==> src/rtl/axpc_pkg.sv <==
// What this block does
// - Manual decel point equals output pulses minus pulses used decelerating.
// - Pulse period timed in system clocks, off by one at most.
// - Constant speed pulses have equal high and low time when the half period is whole system clocks, else they differ by one.
// - Low phase shorter when accelerating, longer when decelerating.
// - System clock is input clock divided by two.
// - Non-integer periods interleave two adjacent integer lengths.
// - Average pulse rate within 0.1% of requested speed.
// - Logical counter counts up per plus pulse, down per minus pulse.
// - Real counter counts encoder in quadrature or up/down form.
// - Both counters are signed 32-bit two's complement.
// - Host reads or writes counters any time, even while driving.
// - Two compare registers; source bit picks logical or real counter.
// - Above-upper flag set while counter exceeds upper compare.
// - Below-lower flag set while counter is under lower compare.
// - Soft limit enables stop by deceleration and set limit flag.
// - Upper limit flag clears once counter falls back below.
// - Compare registers writable any time.
// Purpose: constants and carriers for the single-axis pulse/position block
// Assumes: 32-bit classic Wishbone, byte addresses
// Notes:   register offsets are word aligned
`default_nettype none
package axpc_pkg;
    localparam int unsigned  CLK_HZ   = 10_000_000;
    localparam int unsigned  SCLK_DIV = 2;
    localparam int unsigned  SCLK_HZ  = CLK_HZ / SCLK_DIV;
    localparam longint unsigned MULT_NUM = 64'd8_000_000;
    localparam logic [7:0] OFS_CMD    = 8'h00;
    localparam logic [7:0] OFS_WR2    = 8'h04;
    localparam logic [7:0] OFS_WR3    = 8'h08;
    localparam logic [7:0] OFS_RANGE  = 8'h0c;
    localparam logic [7:0] OFS_SPEED  = 8'h10;
    localparam logic [7:0] OFS_INIT   = 8'h14;
    localparam logic [7:0] OFS_ACC    = 8'h18;
    localparam logic [7:0] OFS_DEC    = 8'h1c;
    localparam logic [7:0] OFS_PULSES = 8'h20;
    localparam logic [7:0] OFS_DP     = 8'h24;
    localparam logic [7:0] OFS_LPOS   = 8'h28;
    localparam logic [7:0] OFS_RPOS   = 8'h2c;
    localparam logic [7:0] OFS_CMPU   = 8'h30;
    localparam logic [7:0] OFS_CMPL   = 8'h34;
    localparam logic [7:0] OFS_RR1    = 8'h38;
    localparam logic [7:0] OFS_RR2    = 8'h3c;
    localparam logic [31:0] RST_RANGE = 32'h007a1200;
    localparam logic [31:0] RST_RATE  = 32'h00001f40;
    localparam logic [31:0] RST_ZERO  = 32'h00000000;
    localparam int unsigned CMD_START = 0;
    localparam int unsigned CMD_NEG   = 1;
    localparam int unsigned CMD_CONT  = 2;
    localparam int unsigned CMD_STOP  = 3;
    typedef struct packed {
        logic [24:0] rsv_hi;
        logic        enc_updown;
        logic        compare_source_select;
        logic [2:0]  rsv_lo;
        logic        lim_neg_en;
        logic        lim_pos_en;
    } axpc_wr2_t;
    typedef struct packed {
        logic [28:0] rsv;
        logic        s_curve;
        logic        sep_decel;
        logic        manual_decel;
    } axpc_wr3_t;
    typedef enum logic [1:0] {ST_IDLE, ST_ACCEL, ST_CONST, ST_DECEL} axpc_state_t;
endpackage
`default_nettype wire

==> src/rtl/axpc_axis_pulse_position_control.sv <==
// Purpose: one motion axis: pulse generator, position counters, compare
// Assumes: clk_i at axpc_pkg::CLK_HZ, encoder pins asynchronous
// Notes:   speed ramps are linear per pulse; the S-curve bit is stored only
`default_nettype none
module axpc_axis_pulse_position_control #(
    parameter int unsigned SPD_W = 14,
    parameter int unsigned RNG_W = 24
) (
    input  wire logic        clk_i,
    input  wire logic        rst_i,
    input  wire logic        ce_i,
    input  wire logic        wb_cyc_i,
    input  wire logic        wb_stb_i,
    input  wire logic        wb_we_i,
    input  wire logic [7:0]  wb_adr_i,
    input  wire logic [3:0]  wb_sel_i,
    input  wire logic [31:0] wb_dat_i,
    output logic [31:0]      wb_dat_o,
    output logic             wb_ack_o,
    input  wire logic        enc_a_i,
    input  wire logic        enc_b_i,
    output logic             pulse_pos_o,
    output logic             pulse_neg_o,
    output logic             dir_neg_o,
    output logic             driving_o
);
    // Accumulator must hold speed and range products without overflow
    localparam int unsigned ACC_W = 56;

    // Wider fields would overflow the phase accumulator
    if (SPD_W < 1 || SPD_W > 16 || RNG_W < 1 || RNG_W > 24) begin : g_bad_width
        $error("Unsupported width");
    end

    function automatic logic [31:0] merge(input logic [31:0] old, input logic [31:0] d,
                                          input logic [3:0] sel);
        logic [31:0] r;
        r = old;
        for (int i = 0; i < 4; i++) begin
            if (sel[i]) begin
                r[8*i +: 8] = d[8*i +: 8];
            end
        end
        return r;
    endfunction

    // Bus slave
    // One wait state: ack follows the request by a cycle
    logic        ack_reg;
    logic [31:0] rdat_reg;
    logic        wr_go;
    logic        rd_go;
    assign wr_go = ce_i & wb_cyc_i & wb_stb_i & ~ack_reg & wb_we_i;
    assign rd_go = ce_i & wb_cyc_i & wb_stb_i & ~ack_reg & ~wb_we_i;

    always_ff @(posedge clk_i) begin
        if (rst_i) begin
            ack_reg <= 1'b0;
        end else if (ce_i) begin
            ack_reg <= wb_cyc_i & wb_stb_i & ~ack_reg;
        end
    end
    assign wb_ack_o = ack_reg;
    assign wb_dat_o = rdat_reg;

    function automatic logic hit(input logic [7:0] ofs);
        return wr_go && wb_adr_i == ofs;
    endfunction

    axpc_pkg::axpc_wr2_t wr2_reg;
    axpc_pkg::axpc_wr3_t wr3_reg;
    logic [31:0] range_reg, speed_reg, init_reg, acc_reg, dec_reg;
    logic [31:0] pulses_reg, dp_reg, cmpu_reg, cmpl_reg;

    always_ff @(posedge clk_i) begin
        if (rst_i) begin
            wr2_reg    <= axpc_pkg::RST_ZERO;
            wr3_reg    <= axpc_pkg::RST_ZERO;
            range_reg  <= axpc_pkg::RST_RANGE;
            speed_reg  <= axpc_pkg::RST_ZERO;
            init_reg   <= axpc_pkg::RST_ZERO;
            acc_reg    <= axpc_pkg::RST_RATE;
            dec_reg    <= axpc_pkg::RST_RATE;
            pulses_reg <= axpc_pkg::RST_ZERO;
            dp_reg     <= axpc_pkg::RST_ZERO;
            cmpu_reg   <= axpc_pkg::RST_ZERO;
            cmpl_reg   <= axpc_pkg::RST_ZERO;
        end else begin
            if (hit(axpc_pkg::OFS_WR2)) wr2_reg <= merge(wr2_reg, wb_dat_i, wb_sel_i);
            if (hit(axpc_pkg::OFS_WR3)) wr3_reg <= merge(wr3_reg, wb_dat_i, wb_sel_i);
            if (hit(axpc_pkg::OFS_RANGE)) range_reg <= merge(range_reg, wb_dat_i, wb_sel_i);
            if (hit(axpc_pkg::OFS_SPEED)) speed_reg <= merge(speed_reg, wb_dat_i, wb_sel_i);
            if (hit(axpc_pkg::OFS_INIT)) init_reg <= merge(init_reg, wb_dat_i, wb_sel_i);
            if (hit(axpc_pkg::OFS_ACC)) acc_reg <= merge(acc_reg, wb_dat_i, wb_sel_i);
            if (hit(axpc_pkg::OFS_DEC)) dec_reg <= merge(dec_reg, wb_dat_i, wb_sel_i);
            if (hit(axpc_pkg::OFS_PULSES)) pulses_reg <= merge(pulses_reg, wb_dat_i, wb_sel_i);
            if (hit(axpc_pkg::OFS_DP)) dp_reg <= merge(dp_reg, wb_dat_i, wb_sel_i);
            if (hit(axpc_pkg::OFS_CMPU)) cmpu_reg <= merge(cmpu_reg, wb_dat_i, wb_sel_i);
            if (hit(axpc_pkg::OFS_CMPL)) cmpl_reg <= merge(cmpl_reg, wb_dat_i, wb_sel_i);
        end
    end

    logic sclk_reg;
    always_ff @(posedge clk_i) begin
        if (rst_i) begin
            sclk_reg <= 1'b0;
        end else if (ce_i) begin
            sclk_reg <= ~sclk_reg;
        end
    end

    // Encoder synchroniser; stage one feeds only stage two
    logic [1:0] ea_reg, eb_reg;
    logic       ea_d_reg, eb_d_reg;
    always_ff @(posedge clk_i) begin
        if (rst_i) begin
            ea_reg   <= 2'h0;
            eb_reg   <= 2'h0;
            ea_d_reg <= 1'b0;
            eb_d_reg <= 1'b0;
        end else if (ce_i) begin
            ea_reg   <= {ea_reg[0], enc_a_i};
            eb_reg   <= {eb_reg[0], enc_b_i};
            ea_d_reg <= ea_reg[1];
            eb_d_reg <= eb_reg[1];
        end
    end

    logic enc_up, enc_dn;
    always_comb begin
        enc_up = 1'b0;
        enc_dn = 1'b0;
        if (wr2_reg.enc_updown) begin
            enc_up = ea_reg[1] & ~ea_d_reg;
            enc_dn = eb_reg[1] & ~eb_d_reg;
        end else if ((ea_reg[1] ^ ea_d_reg) ^ (eb_reg[1] ^ eb_d_reg)) begin
            enc_up = (ea_reg[1] ^ ea_d_reg) ? (ea_reg[1] ^ eb_reg[1]) : (ea_reg[1] ~^ eb_reg[1]);
            enc_dn = ~enc_up;
        end
    end

    logic signed [31:0] lpos_reg, rpos_reg;
    always_ff @(posedge clk_i) begin
        if (rst_i) begin
            rpos_reg <= axpc_pkg::RST_ZERO;
        end else if (hit(axpc_pkg::OFS_RPOS)) begin
            rpos_reg <= merge(rpos_reg, wb_dat_i, wb_sel_i);
        end else if (ce_i && enc_up) begin
            rpos_reg <= rpos_reg + 32'sd1;
        end else if (ce_i && enc_dn) begin
            rpos_reg <= rpos_reg - 32'sd1;
        end
    end

    logic signed [31:0] cmp_pos;
    logic above, below;
    assign cmp_pos = wr2_reg.compare_source_select ? rpos_reg : lpos_reg;
    assign above = cmp_pos > $signed(cmpu_reg);
    assign below = cmp_pos < $signed(cmpl_reg);

    // Flags registered so the bus sees a settled level
    logic [1:0] rr1_reg, rr2_reg;
    always_ff @(posedge clk_i) begin
        if (rst_i) begin
            rr1_reg <= 2'h0;
            rr2_reg <= 2'h0;
        end else if (ce_i) begin
            rr1_reg <= {below, above};
            rr2_reg <= {below & wr2_reg.lim_neg_en, above & wr2_reg.lim_pos_en};
        end
    end

    // Pulse engine
    axpc_pkg::axpc_state_t state_reg;
    logic [ACC_W-1:0] phase_reg;
    logic [SPD_W-1:0] spd_reg;
    logic [31:0]      cnt_reg, upcnt_reg;
    logic             lvl_reg, neg_reg, cont_reg, stop_reg;
    logic [ACC_W-1:0] inc, thr, sum;
    logic             tog;
    logic [SPD_W:0]   up_spd, dn_spd;
    logic [SPD_W-1:0] step_dn;
    logic             lim_hit, go_decel;

    // rate = speed * 8e6 / range, via cross-multiplied threshold
    assign inc = ACC_W'(spd_reg) * ACC_W'(2 * axpc_pkg::MULT_NUM);
    assign thr = ACC_W'(range_reg[RNG_W-1:0]) * ACC_W'(axpc_pkg::SCLK_HZ);
    assign sum = phase_reg + inc;
    // remainder carried, so periods interleave two lengths
    assign tog = ce_i & sclk_reg & (state_reg != axpc_pkg::ST_IDLE) & (sum >= thr);

    assign step_dn = wr3_reg.sep_decel ? dec_reg[SPD_W-1:0] : acc_reg[SPD_W-1:0];
    assign up_spd  = {1'b0, spd_reg} + {1'b0, acc_reg[SPD_W-1:0]};
    assign dn_spd  = {1'b0, spd_reg} - {1'b0, step_dn};
    assign lim_hit = neg_reg ? rr2_reg[1] : rr2_reg[0];
    assign go_decel = stop_reg | lim_hit |
        (~cont_reg & (wr3_reg.manual_decel ? (cnt_reg >= dp_reg)
                                            : (pulses_reg - cnt_reg <= upcnt_reg)));

    always_ff @(posedge clk_i) begin
        if (rst_i) begin
            state_reg <= axpc_pkg::ST_IDLE;
            phase_reg <= '0;
            spd_reg   <= '0;
            cnt_reg   <= axpc_pkg::RST_ZERO;
            upcnt_reg <= axpc_pkg::RST_ZERO;
            lvl_reg   <= 1'b0;
            neg_reg   <= 1'b0;
            cont_reg  <= 1'b0;
            stop_reg  <= 1'b0;
        end else if (ce_i) begin
            if (hit(axpc_pkg::OFS_CMD) && wb_dat_i[axpc_pkg::CMD_STOP]) begin
                stop_reg <= 1'b1;
            end
            if (state_reg == axpc_pkg::ST_IDLE) begin
                if (hit(axpc_pkg::OFS_CMD) && wb_dat_i[axpc_pkg::CMD_START]
                    && range_reg != axpc_pkg::RST_ZERO) begin
                    state_reg <= axpc_pkg::ST_ACCEL;
                    neg_reg   <= wb_dat_i[axpc_pkg::CMD_NEG];
                    cont_reg  <= wb_dat_i[axpc_pkg::CMD_CONT];
                    stop_reg  <= 1'b0;
                    spd_reg   <= init_reg[SPD_W-1:0];
                    phase_reg <= '0;
                    cnt_reg   <= axpc_pkg::RST_ZERO;
                    upcnt_reg <= axpc_pkg::RST_ZERO;
                end
            end else if (tog) begin
                // edges land on system clock ticks
                phase_reg <= sum - thr;
                lvl_reg   <= ~lvl_reg;
                if (!lvl_reg) begin
                    cnt_reg <= cnt_reg + 32'd1;
                end else if (!cont_reg && cnt_reg >= pulses_reg) begin
                    state_reg <= axpc_pkg::ST_IDLE;
                end else begin
                    // speed changes at falling edge, so low phase differs
                    case (state_reg)
                        axpc_pkg::ST_ACCEL: begin
                            upcnt_reg <= upcnt_reg + 32'd1;
                            if (go_decel) begin
                                state_reg <= axpc_pkg::ST_DECEL;
                            end else if (up_spd >= {1'b0, speed_reg[SPD_W-1:0]}) begin
                                spd_reg   <= speed_reg[SPD_W-1:0];
                                state_reg <= axpc_pkg::ST_CONST;
                            end else begin
                                spd_reg <= up_spd[SPD_W-1:0];
                            end
                        end
                        axpc_pkg::ST_CONST: begin
                            if (go_decel) begin
                                state_reg <= axpc_pkg::ST_DECEL;
                            end
                        end
                        axpc_pkg::ST_DECEL: begin
                            if (dn_spd[SPD_W] || dn_spd[SPD_W-1:0] <= init_reg[SPD_W-1:0]) begin
                                spd_reg <= init_reg[SPD_W-1:0];
                                if (cont_reg || stop_reg || lim_hit) begin
                                    state_reg <= axpc_pkg::ST_IDLE;
                                end
                            end else begin
                                spd_reg <= dn_spd[SPD_W-1:0];
                            end
                        end
                        default: state_reg <= axpc_pkg::ST_IDLE;
                    endcase
                end
            end else if (sclk_reg) begin
                phase_reg <= sum;
            end
            if (state_reg == axpc_pkg::ST_IDLE) begin
                lvl_reg <= 1'b0;
            end
        end
    end

    always_ff @(posedge clk_i) begin
        if (rst_i) begin
            lpos_reg <= axpc_pkg::RST_ZERO;
        end else if (hit(axpc_pkg::OFS_LPOS)) begin
            lpos_reg <= merge(lpos_reg, wb_dat_i, wb_sel_i);
        end else if (tog && !lvl_reg) begin
            lpos_reg <= neg_reg ? lpos_reg - 32'sd1 : lpos_reg + 32'sd1;
        end
    end

    always_ff @(posedge clk_i) begin
        if (rst_i) begin
            pulse_pos_o <= 1'b0;
            pulse_neg_o <= 1'b0;
            dir_neg_o   <= 1'b0;
            driving_o   <= 1'b0;
        end else if (ce_i) begin
            pulse_pos_o <= lvl_reg & ~neg_reg;
            pulse_neg_o <= lvl_reg & neg_reg;
            dir_neg_o   <= neg_reg;
            driving_o   <= state_reg != axpc_pkg::ST_IDLE;
        end
    end

    always_ff @(posedge clk_i) begin
        if (rst_i) begin
            rdat_reg <= axpc_pkg::RST_ZERO;
        end else if (rd_go) begin
            case (wb_adr_i)
                axpc_pkg::OFS_CMD:    rdat_reg <= {29'h0, stop_reg, state_reg};
                axpc_pkg::OFS_WR2:    rdat_reg <= wr2_reg;
                axpc_pkg::OFS_WR3:    rdat_reg <= wr3_reg;
                axpc_pkg::OFS_RANGE:  rdat_reg <= range_reg;
                axpc_pkg::OFS_SPEED:  rdat_reg <= speed_reg;
                axpc_pkg::OFS_INIT:   rdat_reg <= init_reg;
                axpc_pkg::OFS_ACC:    rdat_reg <= acc_reg;
                axpc_pkg::OFS_DEC:    rdat_reg <= dec_reg;
                axpc_pkg::OFS_PULSES: rdat_reg <= pulses_reg;
                axpc_pkg::OFS_DP:     rdat_reg <= dp_reg;
                axpc_pkg::OFS_LPOS:   rdat_reg <= lpos_reg;
                axpc_pkg::OFS_RPOS:   rdat_reg <= rpos_reg;
                axpc_pkg::OFS_CMPU:   rdat_reg <= cmpu_reg;
                axpc_pkg::OFS_CMPL:   rdat_reg <= cmpl_reg;
                axpc_pkg::OFS_RR1:    rdat_reg <= {30'h0, rr1_reg};
                axpc_pkg::OFS_RR2:    rdat_reg <= {30'h0, rr2_reg};
                default:              rdat_reg <= axpc_pkg::RST_ZERO;
            endcase
        end
    end
endmodule // axpc_axis_pulse_position_control
`default_nettype wire

==> config.mk <==
export PLATFORM = sky130hd
export DESIGN_NAME = axpc_axis_pulse_position_control
export DESIGN_NICKNAME = d
export VERILOG_FILES = /design/src/rtl/axpc_pkg.sv /design/src/rtl/axpc_axis_pulse_position_control.sv
export SDC_FILE = /design/constraint.sdc
export NUM_CORES = 2
export LEC_CHECK = 0
export BUFFER_PORTS_ARGS = -buffer_cell sky130_fd_sc_hd__buf_2
export CAP_MARGIN = 20
export CORE_AREA = 2 2 267 296
export CTS_CLUSTER_SIZE = 25
export DETAILED_ROUTE_END_ITERATION = 7
export DIE_AREA = 0 0 269 298
export GPL_ROUTABILITY_DRIVEN = 1
export PLACE_DENSITY = 0.82
export RECOVER_POWER = 100
export SYNTH_ARGS = -nofsm -noshare
export SYNTH_HDL_FRONTEND = slang
export SYNTH_SLANG_ARGS = --single-unit
==> constraint.sdc <==
create_clock -name clk_i -period 10.4 [get_ports clk_i]
set_input_delay 0.52 -clock clk_i [delete_from_list [all_inputs] [get_ports clk_i]]
set_output_delay 0.52 -clock clk_i [all_outputs]
set_load 0.01 [all_outputs]
==> Flow_metrics.wiki <==
{| class="wikitable"
! Metric !! Value
|-
| Outcome || complete, but fails checks
|-
| Failing checks || DRC, capacitance limit, slew limit
|-
| Number of different library cells in the post-synthesis netlist || 90
|-
| Buffers plus inverters on the worst setup path || 6
|-
| CP endpoint kind || register
|-
| Fin crit period || 9.984 ns
|-
| Via-to-Cell Ratio || between 6 and 7
|-
| Number of routed nets with antenna violations || 0
|-
| Final worst path period share || 0.9600
|-
| Synth area leader || sky130_fd_sc_hd__dfxtp_1
|-
| Reg2reg start || range_reg[8]
|-
| Category of the worst setup path launch point || register
|-
| Routed wire length || roughly 170000 um
|-
| Endpoint of the worst register-to-register path || cnt_reg[22]
|-
| Starting DRT DRC Count || around 6.1k
|-
| Initial Utilization || 0.6462
|-
| Synth area leaders || sky130_fd_sc_hd__dfxtp_1, sky130_fd_sc_hd__ha_1, sky130_fd_sc_hd__nand2_1
|-
| Final RePlAce weighted congestion || 1.007
|-
| Levels on crit path || 36
|-
| Setup violators final || 0
|-
| Max-slew headroom at the worst pin || -1.572
|-
| Clock buffer depth || 3
|-
| Post-route non-filler standard cell count || between 7k and 8k
|-
| Max-capacitance violation count || 6
|-
| Total placed cells including tap cells || approximately 7.3k
|-
| Top cell type's share of synthesized area || 0.2406
|-
| Die extent in x || 269 um
|-
| Clk slew on worst S/H paths || 0.06 ns
|-
| Count of endpoints failing hold in the final timing report || 0
|-
| Max reg flops || 50
|-
| I/O pin count || 89
|-
| Fin Hold WS || 0.1269 ns
|-
| Total CTS buffers || 70
|-
| Setup ws final || 0.4158 ns
|-
| Static leakage || 23.20 nW
|-
| Setup slack of the most critical reg-to-reg path || 0.42 ns
|-
| Mean Syn Cell Area || 7.887 um^2
|-
| Die Height || ~300 um
|-
| Actual slew at the worst max-slew pin || 3.858 ns
|-
| Detailed-route via count || 48.18k
|-
| Routed length per placed instance || between 20 and 25 um
|-
| Proportion of synthesized chip area in sequential cells || 0.2406
|-
| Worst setup skew after layout || 0.03179 ns
|-
| Latest clock arrival within the worst-skew pair || between 0.6 and 0.7 ns
|-
| Row cnt || ~110
|-
| # hold bufs at CTS || 0
|-
| Share of synthesized flip-flops with an asynchronous set or reset || 0
|-
| Netlist Area Pre-Place || ~50000 um^2
|-
| Top Family by Delay on Critical Path || adder cells
|-
| Count of flip-flops with a built-in enable after synthesis || 0
|-
| Layout area overhead || 8.021%
|-
| Unrepaired setup endpoints after global routing || false
|-
| End point of the critical path || cnt_reg[22]
|-
| Final Total Pwr || 0.005349 W
|-
| Worst-path fanout max || 21
|-
| Slowest cell on crit path || sky130_fd_sc_hd__dfxtp_2
|-
| Fraction of layout cells with a size suffix above 1 || 0.06051
|-
| Post-DP HPWL || 127600 um
|-
| # DRC || 8
|-
| Total congestion overflow after global routing || 0
|-
| Number of pins exceeding their max-slew limit in the final report || 398
|-
| Vias in the first global route || 45.62k
|-
| Global-route usage over all layers || 0.4133
|-
| Clock tree sinks || 598
|-
| Std-Cell Core Area || 76980 um^2
|-
| Class of the worst hold path || in -> reg
|-
| Leading cell types by count after synthesis || sky130_fd_sc_hd__nand2_1, sky130_fd_sc_hd__a21oi_1, sky130_fd_sc_hd__ha_1
|-
| Die outline area || 80160 um^2
|-
| Peak clock frequency supported by timing || 0.1002 GHz
|-
| Most numerous cell in the Yosys netlist || sky130_fd_sc_hd__nand2_1
|-
| Placed Instance Area || 51150 um^2
|-
| Nets || about 7k
|-
| Summed area of non-filler cells in the final layout || 53740 um^2
|-
| Count of port buffers added during placement || 88
|-
| Clock tree root buffer cell || sky130_fd_sc_hd__clkbuf_16
|-
| Slowest cell delay on critical path || around 0.55 ns
|-
| Clock tree from TritonCTS || done
|-
| Total number of H-tree levels || 3
|-
| Category of the most critical setup path || reg -> reg
|-
| Max IR drop VDD || 126.6 uV
|-
| Signal arrival time at the worst endpoint || around 11 ns
|-
| Antenna violations before repair || 12
|-
| Data required time at the worst endpoint || 10.97 ns
|-
| Count of yosys warnings during synthesis || 0
|-
| Largest net degree at the start of global routing || about 190
|-
| Syn Nets || 7193
|-
| First-pass GRT wire length || roughly 260000 um
|-
| Count of state elements after synthesis || 598
|-
| Most used DFF post-synth || sky130_fd_sc_hd__dfxtp_1
|-
| Worst setup slack before clock tree synthesis || -0.1079 ns
|-
| Detailed Routing Iterations Pass 1 || 8
|-
| Worst reg2reg path depth || 36
|-
| Number of cells produced by synthesis || 6307
|-
| First element of the critical path || range_reg[8]
|-
| Areal power density over the cells || 99.55 nW/um^2
|}
==> worst min path at each step <==
stage / slack, ns / start / cells past startpoint / end
6_report: 0.13 / enc_b_i / 3 / eb_reg[0]
5_1_grt: 0.15 / enc_b_i / 3 / eb_reg[0]
4_1_cts: 0.11 / enc_b_i / 3 / eb_reg[0]
3_5_place_dp: 0.45 / dp_reg[11] / 2 / dp_reg[11]
3_3_place_gp: 0.44 / dec_reg[17] / 2 / dec_reg[17]
2_1_floorplan: 0.43 / phase_reg[32] / 2 / phase_reg[32]
==> area by class of cell <==
| cell class | count | area [um^2] |
|---|---|---|
| Clock inverter | 37 | 521.8 |
| Sequential cell | 598 | 11980 |
| Multi-Input combinational cell | 4849 | 34670 |
| Tap cell | 1035 | 1295 |
| Antenna cell | 6 | 15.01 |
| Fill cell | 6284 | 23240 |
| Inverter | 619 | 2323 |
| Clock buffer | 89 | 1923 |
| Timing Repair Buffer | 171 | 1001 |
==> worst register-to-register path: cells and delay by family (launching register included) <==
kind	cells	cell delay [ns]
adder cells (fa/ha/maj)	8	3.59
AO/OA/AOI/OAI	13	2.86
AND/OR/NAND/NOR	8	1.75
buffers and inverters	6	0.94
flip-flops	1	0.55
XOR/XNOR	1	0.21
==> metrics by stage <==
stage	util	setup TNS, ns
global route	0.6980	0
detailed placement	0.6645	-0.4707
finish	0.6981	0
CTS	0.6964	0
global placement	0.6645	0
floorplan	-	0
==> routing by layer <==
metal	global-route usage	up-vias	routed length [um]
li1	-	22100	-
met2	0.6245	2812	71860
met1	0.5257	22590	64270
met5	0	-	57
met4	0.2681	8	12660
met3	0.09819	670	19980
==> cell usage in the layout, fill, tap and decap left out, types with 49 or more instances in the layout <==
cell,synthesis,routed
sky130_fd_sc_hd__nand2_1,1032,1031
sky130_fd_sc_hd__a21oi_1,684,684
sky130_fd_sc_hd__ha_1,666,665
sky130_fd_sc_hd__inv_1,618,618
sky130_fd_sc_hd__dfxtp_1,598,593
sky130_fd_sc_hd__nor2_1,402,388
sky130_fd_sc_hd__o21ai_0,226,226
sky130_fd_sc_hd__fa_1,168,168
sky130_fd_sc_hd__xnor2_1,147,147
sky130_fd_sc_hd__a21o_1,136,136
sky130_fd_sc_hd__nand3_1,106,106
sky130_fd_sc_hd__mux2i_1,86,86
sky130_fd_sc_hd__xor2_1,86,86
sky130_fd_sc_hd__a221oi_1,75,75
sky130_fd_sc_hd__nor3_1,74,73
sky130_fd_sc_hd__clkbuf_16,0,70
sky130_fd_sc_hd__a31oi_1,67,66
sky130_fd_sc_hd__nand4_1,65,65
sky130_fd_sc_hd__a22oi_1,65,65
sky130_fd_sc_hd__buf_4,9,64
sky130_fd_sc_hd__clkbuf_1,214,56
sky130_fd_sc_hd__mux2_2,50,50
sky130_fd_sc_hd__buf_2,10,49
==> power by group <==
part           internal [W]  switching, W
Sequential          0.00230     0.0000189
Combinational      0.000131      0.000244
Clock               0.00155       0.00110
Total               0.00398       0.00137
==> repair_timing <==
item,in CTS,in global routing
resized for setup,3,33
pin swaps,0,6
cloned,0,2
endpoints found under the setup margin,17,162
buffers inserted,0,8
==> cells by family (layout without fill, tap and decap cells) <==
logic type,count (synthesis),in the layout,share of synthesized area
adder cells (fa/ha/maj),834,834,0.2351
buffers and inverters,861,916,0.06620
multiplexers,136,136,0.02862
AND/OR/NAND/NOR,1964,1964,0.1725
other,0,6,0
AO/OA/AOI/OAI,1680,1681,0.2155
XOR/XNOR,234,234,0.04135
flip-flops,598,598,0.2406
No activity file was read; power rests on OpenSTA's default activity.
